==> config.mk <==
export PLATFORM = sky130hd
export DESIGN_NAME = temp_limit_i2c_slave_regs
export DESIGN_NICKNAME = d
export VERILOG_FILES = /design/src/rtl/temp_limit_i2c_slave_regs.v /design/src/rtl/bit_sync.v /design/src/rtl/limit_compare.v
export VERILOG_INCLUDE_DIRS = /design/src /design/src/common
export SDC_FILE = /design/constraint.sdc
export NUM_CORES = 1
export LEC_CHECK = 0
export ABC_AREA = 1
export BUFFER_PORTS_ARGS = -buffer_cell sky130_fd_sc_hd__buf_2
export CAP_MARGIN = 25
export CORE_ASPECT_RATIO = 2
export CORE_MARGIN = 2
export CORE_UTILIZATION = 30
export CTS_CLUSTER_DIAMETER = 120
export DETAILED_ROUTE_END_ITERATION = 16
export GPL_TIMING_DRIVEN = 0
export PLACE_DENSITY = 0.51
export SLEW_MARGIN = 40
export SYNTH_ARGS = -nofsm -noshare
export SYNTH_HDL_FRONTEND = slang
export SYNTH_HIERARCHICAL = 1
export SYNTH_SLANG_ARGS = --single-unit
export TNS_END_PERCENT = 50
==> constraint.sdc <==
create_clock -name clk -period 3.1 [get_ports clk]
set_input_delay 0.62 -clock clk [delete_from_list [all_inputs] [get_ports clk]]
set_output_delay 0.62 -clock clk [all_outputs]
set_load 0.05 [all_outputs]
==> src/common/temp_limit_consts.vh <==
/*
 * Constants of the limit-checking register set: register offsets, power-on values,
 * bus address, hysteresis scaling and timing counts.
 * Assumes it is included by bare name from the rtl modules that need it.
 */
`ifndef TEMP_LIMIT_CONSTS_VH
`define TEMP_LIMIT_CONSTS_VH

// ==========================================================
// register offsets (pointer values)
`define REG_TEMP_UPPER 8'h00
`define REG_TEMP_LOWER 8'h01
`define REG_STATUS 8'h02
`define REG_CONFIG 8'h03
`define REG_HIGH_UPPER 8'h04
`define REG_HIGH_LOWER 8'h05
`define REG_LOW_UPPER 8'h06
`define REG_LOW_LOWER 8'h07
`define REG_CRIT_UPPER 8'h08
`define REG_CRIT_LOWER 8'h09
`define REG_HYST 8'h0A
`define REG_IDENT 8'h0B
`define REG_SOFT_RESET 8'h2F

// ==========================================================
// power-on values
`define RST_POINTER 8'h00
`define RST_HIGH_UPPER 8'h20
`define RST_HIGH_LOWER 8'h00
`define RST_LOW_UPPER 8'h05
`define RST_LOW_LOWER 8'h00
`define RST_CRIT_UPPER 8'h49
`define RST_CRIT_LOWER 8'h80
`define RST_HYST 4'h5

// ==========================================================
// fields and bus address
`define HYST_W 4
`define HYST_LSB 7
`define IDENT_MAKER_LSB 3
`define BUS_ADDR_FIXED 5'h12

// ==========================================================
// timing
`define CLK_FREQ_MHZ 50
`define SW_RESET_US 200

`endif

==> src/rtl/temp_limit_i2c_slave_regs.v <==
/*
 * Two-wire slave and limit register set of a temperature sensor: pointer, high/low/
 * critical limits, hysteresis, identification, limit comparison to alarm outputs.
 * Assumes scl/sda/address-select come from pins; temp_value/temp_valid come from the
 * conversion engine on clk. SDA is open drain: the wire is low while sda_oe_n is low.
 */
// What this block does
// - above high limit sets overtemperature flag and alarm output.
// - below low limit sets undertemperature flag and alarm output.
// - above critical limit drives the critical output.
// - limits are 16-bit two's complement, upper byte at lower address.
// - high limit reads upper byte at 0x04 then lower at 0x05.
// - low limit reads upper byte at 0x06 then lower at 0x07.
// - critical limit reads upper byte at 0x08 then lower at 0x09.
// - limit defaults 0x2000, 0x0500 and 0x4980.
// - hysteresis is 4-bit unsigned, 0 to 15 degrees, upper bits unused.
// - hysteresis lowers high/critical release points and raises low release point.
// - hysteresis resets to five; bits 7..4 read as unused zeros.
// - identification register is read-only: maker code and revision code.
// - bus address is 10010 plus the two address-select pins.
// - after START, eight bits: address MSB first then direction.
// - acknowledge own address by pulling SDA low, else idle.
// - direction 0 means master writes, 1 means master reads.
// - nine clocks per byte; SDA changes only while SCL low.
// - direction fixed by address byte until a new START.
// - limits accept upper then lower byte in one write.
// - pointer loads 0x00 at power-up.
// - extra written data bytes are discarded.
// - reads auto-increment only from upper to lower byte of 16-bit registers.
// - pointer 0x2F then STOP restores defaults; no acknowledge for 200 us.
`timescale 1ns/1ps
`include "temp_limit_consts.vh"

module temp_limit_i2c_slave_regs #(
  parameter [4:0] MAKER_CODE = 5'h0A,   // arbitrary value
  parameter [2:0] REVISION_CODE = 3'h2, // arbitrary value
  parameter SW_RESET_CYCLES = `SW_RESET_US * `CLK_FREQ_MHZ
) (
  input wire clk,
  input wire arst_n,
  input wire scl_in,
  input wire sda_in,
  output reg sda_out,
  output reg sda_oe_n,
  input wire addr_select_bit0,
  input wire addr_select_bit1,
  input wire [15:0] temp_value,
  input wire temp_valid,
  output reg alarm_out,
  output reg critical_out,
  output reg over_flag,
  output reg under_flag,
  output reg reset_busy
);

  localparam [2:0] ST_IDLE = 3'h0;
  localparam [2:0] ST_ADDR = 3'h1;
  localparam [2:0] ST_ADDR_ACK = 3'h2;
  localparam [2:0] ST_WR_DATA = 3'h3;
  localparam [2:0] ST_WR_ACK = 3'h4;
  localparam [2:0] ST_RD_DATA = 3'h5;
  localparam [2:0] ST_RD_ACK = 3'h6;
  localparam [31:0] RST_CNT_FULL = SW_RESET_CYCLES;
  localparam [15:0] RST_CNT = RST_CNT_FULL[15:0];

  // ==========================================================
  // pin synchronisation and bus conditions
  wire scl_s;
  wire sda_s;
  wire [1:0] asel_s;
  reg scl_prev_q;
  reg sda_prev_q;

  bit_sync #(.W(2), .INIT(2'b11)) u_bus_sync (
    .clk(clk),
    .arst_n(arst_n),
    .d({scl_in, sda_in}),
    .q({scl_s, sda_s})
  );

  bit_sync #(.W(2), .INIT(2'b00)) u_asel_sync (
    .clk(clk),
    .arst_n(arst_n),
    .d({addr_select_bit1, addr_select_bit0}),
    .q(asel_s)
  );

  always @(posedge clk or negedge arst_n) begin
    if (!arst_n) begin
      scl_prev_q <= 1'b1;
      sda_prev_q <= 1'b1;
    end else begin
      scl_prev_q <= scl_s;
      sda_prev_q <= sda_s;
    end
  end

  wire scl_rise = scl_s & ~scl_prev_q;
  wire scl_fall = ~scl_s & scl_prev_q;
  wire start_det = scl_s & scl_prev_q & sda_prev_q & ~sda_s;
  wire stop_det = scl_s & scl_prev_q & ~sda_prev_q & sda_s;

  // ==========================================================
  // registers
  reg [7:0] ptr_q;
  reg [7:0] high_up_q;
  reg [7:0] high_lo_q;
  reg [7:0] low_up_q;
  reg [7:0] low_lo_q;
  reg [7:0] crit_up_q;
  reg [7:0] crit_lo_q;
  reg [`HYST_W-1:0] hyst_q;
  reg [15:0] temp_q;
  reg eval_q;
  reg [15:0] busy_cnt_q;

  // ==========================================================
  // slave state
  reg [2:0] state_q;
  reg [3:0] bit_cnt_q;
  reg [7:0] shift_q;
  reg [7:0] tx_q;
  reg [1:0] byte_idx_q;
  reg rw_q;
  reg ack_q;
  reg drive_q;
  reg soft_pend_q;

  wire addr_hit = (shift_q[7:1] == {`BUS_ADDR_FIXED, asel_s}) && (busy_cnt_q == 16'h0000);
  // only upper bytes of limits take a second data byte
  wire ptr_is_limit_up = (ptr_q == `REG_HIGH_UPPER) || (ptr_q == `REG_LOW_UPPER) ||
                         (ptr_q == `REG_CRIT_UPPER);
  // two-byte registers whose upper byte moves the pointer on
  wire ptr_auto_inc = ptr_is_limit_up || (ptr_q == `REG_TEMP_UPPER);

  // read data for the current pointer
  reg [7:0] rd_byte;
  always @* begin
    rd_byte = 8'h00;
    case (ptr_q)
      `REG_TEMP_UPPER: rd_byte = temp_q[15:8];
      `REG_TEMP_LOWER: rd_byte = temp_q[7:0];
      `REG_HIGH_UPPER: rd_byte = high_up_q;
      `REG_HIGH_LOWER: rd_byte = high_lo_q;
      `REG_LOW_UPPER: rd_byte = low_up_q;
      `REG_LOW_LOWER: rd_byte = low_lo_q;
      `REG_CRIT_UPPER: rd_byte = crit_up_q;
      `REG_CRIT_LOWER: rd_byte = crit_lo_q;
      `REG_HYST: rd_byte = {{(8 - `HYST_W){1'b0}}, hyst_q};
      `REG_IDENT: rd_byte = {MAKER_CODE, REVISION_CODE};
      default: rd_byte = 8'h00;
    endcase
  end

  // write target: second data byte goes to the lower byte
  wire wr_en = (state_q == ST_WR_DATA) && scl_fall && (bit_cnt_q == 4'h8) &&
               ((byte_idx_q == 2'h1) || ((byte_idx_q == 2'h2) && ptr_is_limit_up));
  wire [7:0] wr_addr = (byte_idx_q == 2'h2) ? (ptr_q + 8'h01) : ptr_q;
  wire soft_reset = stop_det && soft_pend_q;

  // ==========================================================
  // register file
  // limit power-on values
  always @(posedge clk or negedge arst_n) begin
    if (!arst_n) begin
      high_up_q <= `RST_HIGH_UPPER;
      high_lo_q <= `RST_HIGH_LOWER;
      low_up_q <= `RST_LOW_UPPER;
      low_lo_q <= `RST_LOW_LOWER;
      crit_up_q <= `RST_CRIT_UPPER;
      crit_lo_q <= `RST_CRIT_LOWER;
      hyst_q <= `RST_HYST;
      busy_cnt_q <= 16'h0000;
    end else if (soft_reset) begin
      high_up_q <= `RST_HIGH_UPPER;
      high_lo_q <= `RST_HIGH_LOWER;
      low_up_q <= `RST_LOW_UPPER;
      low_lo_q <= `RST_LOW_LOWER;
      crit_up_q <= `RST_CRIT_UPPER;
      crit_lo_q <= `RST_CRIT_LOWER;
      hyst_q <= `RST_HYST;
      busy_cnt_q <= RST_CNT;
    end else begin
      if (busy_cnt_q != 16'h0000) begin
        busy_cnt_q <= busy_cnt_q - 16'h0001;
      end
      if (wr_en) begin
        case (wr_addr)
          `REG_HIGH_UPPER: high_up_q <= shift_q;
          `REG_HIGH_LOWER: high_lo_q <= shift_q;
          `REG_LOW_UPPER: low_up_q <= shift_q;
          `REG_LOW_LOWER: low_lo_q <= shift_q;
          `REG_CRIT_UPPER: crit_up_q <= shift_q;
          `REG_CRIT_LOWER: crit_lo_q <= shift_q;
          `REG_HYST: hyst_q <= shift_q[`HYST_W-1:0];
          default: hyst_q <= hyst_q;
        endcase
      end
    end
  end

  // ==========================================================
  // slave sequencer
  always @(posedge clk or negedge arst_n) begin
    if (!arst_n) begin
      state_q <= ST_IDLE;
      bit_cnt_q <= 4'h0;
      shift_q <= 8'h00;
      tx_q <= 8'h00;
      byte_idx_q <= 2'h0;
      rw_q <= 1'b0;
      ack_q <= 1'b0;
      drive_q <= 1'b0;
      soft_pend_q <= 1'b0;
      ptr_q <= `RST_POINTER;
    end else if (start_det) begin
      state_q <= ST_ADDR;
      bit_cnt_q <= 4'h0;
      drive_q <= 1'b0;
      soft_pend_q <= 1'b0;
    end else if (stop_det) begin
      state_q <= ST_IDLE;
      drive_q <= 1'b0;
      soft_pend_q <= 1'b0;
      if (soft_pend_q) begin
        ptr_q <= `RST_POINTER;
      end
    end else begin
      case (state_q)
        ST_ADDR, ST_WR_DATA: begin
          if (scl_rise) begin
            shift_q <= {shift_q[6:0], sda_s};
            bit_cnt_q <= bit_cnt_q + 4'h1;
          end else if (scl_fall && (bit_cnt_q == 4'h8)) begin
            if (state_q == ST_ADDR) begin
              if (addr_hit) begin
                drive_q <= 1'b1;
                rw_q <= shift_q[0];
                byte_idx_q <= 2'h0;
                state_q <= ST_ADDR_ACK;
              end else begin
                state_q <= ST_IDLE;
              end
            end else begin
              // first data byte loads the pointer
              if (byte_idx_q == 2'h0) begin
                ptr_q <= shift_q;
                soft_pend_q <= (shift_q == `REG_SOFT_RESET);
              end else begin
                soft_pend_q <= 1'b0;
              end
              // bytes past the register are dropped
              if (byte_idx_q != 2'h3) begin
                byte_idx_q <= byte_idx_q + 2'h1;
              end
              drive_q <= 1'b1;
              state_q <= ST_WR_ACK;
            end
          end
        end
        ST_ADDR_ACK: begin
          if (scl_fall) begin
            bit_cnt_q <= 4'h0;
            if (rw_q) begin
              tx_q <= rd_byte;
              drive_q <= ~rd_byte[7];
              if (ptr_auto_inc) begin
                ptr_q <= ptr_q + 8'h01;
              end
              state_q <= ST_RD_DATA;
            end else begin
              drive_q <= 1'b0;
              state_q <= ST_WR_DATA;
            end
          end
        end
        // write path never turns into a read
        ST_WR_ACK: begin
          if (scl_fall) begin
            drive_q <= 1'b0;
            bit_cnt_q <= 4'h0;
            state_q <= ST_WR_DATA;
          end
        end
        ST_RD_DATA: begin
          if (scl_rise) begin
            bit_cnt_q <= bit_cnt_q + 4'h1;
          end else if (scl_fall) begin
            // SDA moves only after SCL falls
            if (bit_cnt_q == 4'h8) begin
              drive_q <= 1'b0;
              state_q <= ST_RD_ACK;
            end else begin
              tx_q <= {tx_q[6:0], 1'b0};
              drive_q <= ~tx_q[6];
            end
          end
        end
        ST_RD_ACK: begin
          if (scl_rise) begin
            ack_q <= ~sda_s;
          end else if (scl_fall) begin
            bit_cnt_q <= 4'h0;
            if (ack_q) begin
              tx_q <= rd_byte;
              drive_q <= ~rd_byte[7];
              if (ptr_auto_inc) begin
                ptr_q <= ptr_q + 8'h01;
              end
              state_q <= ST_RD_DATA;
            end else begin
              state_q <= ST_IDLE;
            end
          end
        end
        default: begin
          drive_q <= 1'b0;
        end
      endcase
    end
  end

  // ==========================================================
  // temperature capture and limit comparison
  always @(posedge clk or negedge arst_n) begin
    if (!arst_n) begin
      temp_q <= 16'h0000;
      eval_q <= 1'b0;
    end else begin
      eval_q <= temp_valid;
      if (temp_valid) begin
        temp_q <= temp_value;
      end
    end
  end

  wire over_w;
  wire under_w;
  wire crit_w;

  limit_compare #(.ABOVE(1)) u_cmp_high (
    .clk(clk),
    .arst_n(arst_n),
    .eval(eval_q),
    .temp(temp_q),
    .limit({high_up_q, high_lo_q}),
    .hyst(hyst_q),
    .flag_q(over_w)
  );

  limit_compare #(.ABOVE(0)) u_cmp_low (
    .clk(clk),
    .arst_n(arst_n),
    .eval(eval_q),
    .temp(temp_q),
    .limit({low_up_q, low_lo_q}),
    .hyst(hyst_q),
    .flag_q(under_w)
  );

  limit_compare #(.ABOVE(1)) u_cmp_crit (
    .clk(clk),
    .arst_n(arst_n),
    .eval(eval_q),
    .temp(temp_q),
    .limit({crit_up_q, crit_lo_q}),
    .hyst(hyst_q),
    .flag_q(crit_w)
  );

  // ==========================================================
  // registered outputs
  always @(posedge clk or negedge arst_n) begin
    if (!arst_n) begin
      sda_out <= 1'b0;
      sda_oe_n <= 1'b1;
      alarm_out <= 1'b0;
      critical_out <= 1'b0;
      over_flag <= 1'b0;
      under_flag <= 1'b0;
      reset_busy <= 1'b0;
    end else begin
      sda_out <= 1'b0;
      sda_oe_n <= ~drive_q;
      alarm_out <= over_w | under_w;
      critical_out <= crit_w;
      over_flag <= over_w;
      under_flag <= under_w;
      reset_busy <= (busy_cnt_q != 16'h0000);
    end
  end

endmodule

==> src/rtl/bit_sync.v <==
/*
 * Two-flop synchroniser for levels arriving from outside the clock domain.
 * Assumes the inputs are slow compared with clk; INIT is the idle level of each line.
 */
`timescale 1ns/1ps

module bit_sync #(
  parameter W = 1,
  parameter [W-1:0] INIT = {W{1'b0}}
) (
  input wire clk,
  input wire arst_n,
  input wire [W-1:0] d,
  output reg [W-1:0] q
);

  reg [W-1:0] meta_q;

  // first stage feeds only the second stage
  always @(posedge clk or negedge arst_n) begin
    if (!arst_n) begin
      meta_q <= INIT;
      q <= INIT;
    end else begin
      meta_q <= d;
      q <= meta_q;
    end
  end

endmodule

==> src/rtl/limit_compare.v <==
/*
 * One limit comparison with hysteresis, for an upper (ABOVE=1) or lower limit.
 * Assumes temp and limit are 16-bit two's complement with 1 degree at bit 7.
 */
`timescale 1ns/1ps
`include "temp_limit_consts.vh"

module limit_compare #(
  parameter ABOVE = 1
) (
  input wire clk,
  input wire arst_n,
  input wire eval,
  input wire [15:0] temp,
  input wire [15:0] limit,
  input wire [`HYST_W-1:0] hyst,
  output reg flag_q
);

  // two guard bits so limit +/- hysteresis cannot wrap
  wire signed [17:0] t = {{2{temp[15]}}, temp};
  wire signed [17:0] l = {{2{limit[15]}}, limit};
  wire signed [17:0] h = $signed({14'h0000, hyst}) <<< `HYST_LSB;
  wire signed [17:0] rel = (ABOVE != 0) ? (l - h) : (l + h);
  wire trip = (ABOVE != 0) ? (t > l) : (t < l);
  wire clear = (ABOVE != 0) ? (t < rel) : (t > rel);

  always @(posedge clk or negedge arst_n) begin
    if (!arst_n) begin
      flag_q <= 1'b0;
    end else if (eval) begin
      if (trip) begin
        flag_q <= 1'b1;
      end else if (clear) begin
        flag_q <= 1'b0;
      end
    end
  end

endmodule

==> run_results.csv <==
group,metric,value,unit
status,outcome,"finished with violations",
status,violations,"setup timing",
clock_network,ctsHoldBuffers,0,
floorplan,initial_core_util,30.5,%
grt,grt_pass1_wl,56700,um
timing,final.setup.worst_slack,-72.5,ps
drt,drt-initial-drc-count,499,
timing,min_period_over_period,102,%
worst_setup_path,critPathMaxFanout,4,
clock_network,cts_sinks,140,
timing,fmax,315,MHz
grt,grt_use_total,19.7,%
clock_network,cts_htree_levels,4,
drt,drtAntennaViolNets,0,
cells_and_area,num_antenna_cells,0,
timing,finalSetupViolations,2,
synthesis,netlist_instances,1521,
worst_setup_path,critical_path.most_common_cell,"nor2_2",
synthesis,yosysSeqAreaShare,32.3,%
pwr,ir_drop,396,uV
drt,firstDrtPassIters,5,
floorplan,fp-row-count,98,
floorplan,die_width,139,um
placed_design,routabilityCongestion,0.905,
timing,maxSlewViolCount,0,
cells_and_area,design_area,12400,um^2
cells_and_area,final_cell_mix,"nand2_1, inv_1, nand3_1, dfrtp_1, nor2_1",
clock_network,cts_buffers,17,
run,cap_violations,0,
drt,wire_per_inst,18.1,um
synthesis,synth_area_leaders,"dfrtp_1, nand2_1, ha_1",
clock_network,clkTransAtPathRegs,70,ps
pwr,p_leak,6.10,nW
drt,dr_total_vias,10100,
drt,drc,0,
floorplan,fp.dieH,274,um
grt,grt_max_degree,69,
grt,grt_pass1_vias,10200,
timing,hold_viol_final,0,
synthesis,synth-seq-cells,140,
timing,rsz0062_at_grt,"true",
synthesis,postSynthNetCount,1649,
synthesis,synth_edf_count,0,
synthesis,synth_top_area_share,28.4,%
timing,tightest_slew,617,ps
synthesis,synth_ff_type,"dfrtp_1",
cells_and_area,drive_gt1_share,13.8,%
worst_setup_path,slowest_delay,630,ps
placed_design,port_buffers,28,
synthesis,yosysWarningCount,6,
clock_network,clock_latency,450,ps
worst_setup_path,path_delay_family,"simple AND/OR/NAND/NOR gates",
floorplan,dieArea,38000,um^2
clock_network,clockRootBuffer,"clkbuf_16",
drt,viasPerCell,4.96,
worst_setup_path,cp_cell_sequence,"buf_6 > ha_4 > inv_1 > fa_2 > o21ai_2 > nand2_1 > nor2_2 > nand3_2 > xor2_2 > ha_1 > nand2_2 > nor2_2 > nand2_2 > nor2_2 > nor2_2 > nand3_1 > nand3_2 > nand2_1 > nand2_1",
floorplan,ios,30,
floorplan,core,35800,um^2
worst_setup_path,crit_slowest_cell,"dfstp_2",
synthesis,async_flop_share,100,%
worst_setup_path,required,3440,ps
drt,wl,36900,um
worst_setup_path,worstSetupPathType,"reg2reg",
worst_setup_path,crit_path_start,"hyst_q[0]",
placed_design,placed_area,11700,um^2
pwr,power_density,635,nW/um^2
timing,skew,10.7,ps
min_path,hold_class,"in2async",
placed_design,hpwl,29900,um
worst_setup_path,crit_buf_inv,2,
grt,grt_overflow,0,
clock_network,clock_path_buffers,2,
pwr,p_total,0.00790,W
timing,min_period,3170,ps
worst_setup_path,startpoint_type,"flip-flop",
timing,slew_headroom,58.8,%
synthesis,synthDistinctLibCells,55,
synthesis,synth_area,10900,um^2
clock_network,cts_tree,"done",
worst_setup_path,cp-end-kind,"flip-flop",
cells_and_area,final_nets,1706,
worst_setup_path,reg2reg_from,"hyst_q[0]",
synthesis,yosys.area.top_type,"dfrtp_1",
cells_and_area,layout_commonest_cell,"nand2_1",
cells_and_area,syn_to_final_growth,14.0,%
synthesis,syn_avg_cell_area,7.17,um^2
grt,antenna_found_initial,0,
worst_setup_path,crit_arrival,3510,ps
## through the flow
| stage | setup WS, ps | std cells | hold slack, ps | util (%) | TNS (ps) |
|---|---|---|---|---|---|
| after floorplan | 358 | 1521 | 324 | - | 0 |
| after global placement | -922 | 1999 | 345 | 32.4 | -110760 |
| after detailed placement | -216 | 2001 | 344 | 32.6 | -389 |
| after CTS | -31.8 | 2038 | 14.2 | 34.5 | -47.6 |
| after global routing | -200 | 2041 | 26.8 | 34.7 | -582 |
| final | -72.5 | 2041 | 23.9 | 34.7 | -94.8 |
## cell usage after synthesis, types with 3 or more instances
master    instances
a21o_1            7
a21oi_1          69
buf_1             6
buf_2             4
buf_4             4
buf_6             5
clkbuf_1          5
dfrtp_1         124
dfstp_2          16
fa_1              3
ha_1            102
inv_1           196
inv_2            16
nand2_1         442
nand2_2          14
nand2_4           6
nand2_8           3
nand3_1         160
nand3_2           9
nand3_4           6
nand4_1          21
nor2_1          105
nor2_2           23
nor2_8            3
nor3_1           24
nor3_2            3
nor3_4            3
nor4_1            3
o21a_1            7
o21ai_0          54
o21ai_1          18
o21bai_1          4
o22ai_1           6
or2_2             4
xnor2_1           5
xor2_1           15
## state kept, by name, summed over array words and instances, names as in the netlist, 3 cells and up
signal,count
low_lo_q,8
bit_cnt_q,4
high_lo_q,8
ptr_q,8
state_q,3
crit_lo_q,8
shift_q,8
low_up_q,8
crit_up_q,8
tx_q,7
busy_cnt_q,16
temp_q,16
hyst_q,4
high_up_q,8
## routing by layer
| layer | track usage, % | share of wire, % |
|---|---|---|
| met1 | 17.2 | 33 |
| met2 | 40.4 | 57 |
| met3 | 2.48 | 2.3 |
| met4 | 13.2 | 7.3 |
| met5 | 0 | 0 |
## power by group
| group | internal [W] | switching, W |
|---|---|---|
| sequential | 0.00216 | 0.000407 |
| clock | 0.00112 | 0.000912 |
| combinational | 0.00102 | 0.00228 |
| total | 0.00430 | 0.00360 |
## kinds of logic (layout without fill, tap and decap cells)
group | after synthesis | count (layout) | share of synthesized area, %
compound gates | 175 | 175 | 8.76
xor+xnor | 21 | 21 | 1.75
fa+ha+maj | 105 | 105 | 12.2
buf+inv | 240 | 310 | 8.90
flops | 140 | 140 | 32.3
mux | 2 | 2 | 0.206
other cells | 1 | 1 | 0.0344
simple gates | 837 | 837 | 35.8
## final timing paths
path | to | slack [ps] | cells past startpoint
worst max-delay path | u_cmp_low/flag_q | -70 | 19
worst min-delay path | busy_cnt_q[5] | 20 | 1
worst max register to register | u_cmp_low/flag_q | -70 | 19
worst min register to register | u_asel_sync/q[0] | 360 | 0
max in group asynchronous | crit_lo_q[7] | 2390 | 2
min in group clk | u_bus_sync/meta_q[1] | 270 | 1
## what timing repair did
item                       in CTS  in global routing
buffers inserted                5                  3
pin swaps                       7                  7
setup endpoints to repair       3                  3
resized for setup              16                 13
## layout make-up
class                   instances  area (um^2)
fillers                      3825        23400
clock buffers                  18          429
flip-flops and latches        140         3520
multi-input cells            1141         6530
repair buffers                 38          285
inverters                     216          823
plain buffers                  24          148
clock inverters                14          135
well taps                     450          563
Power figures use the tool's default switching activity.
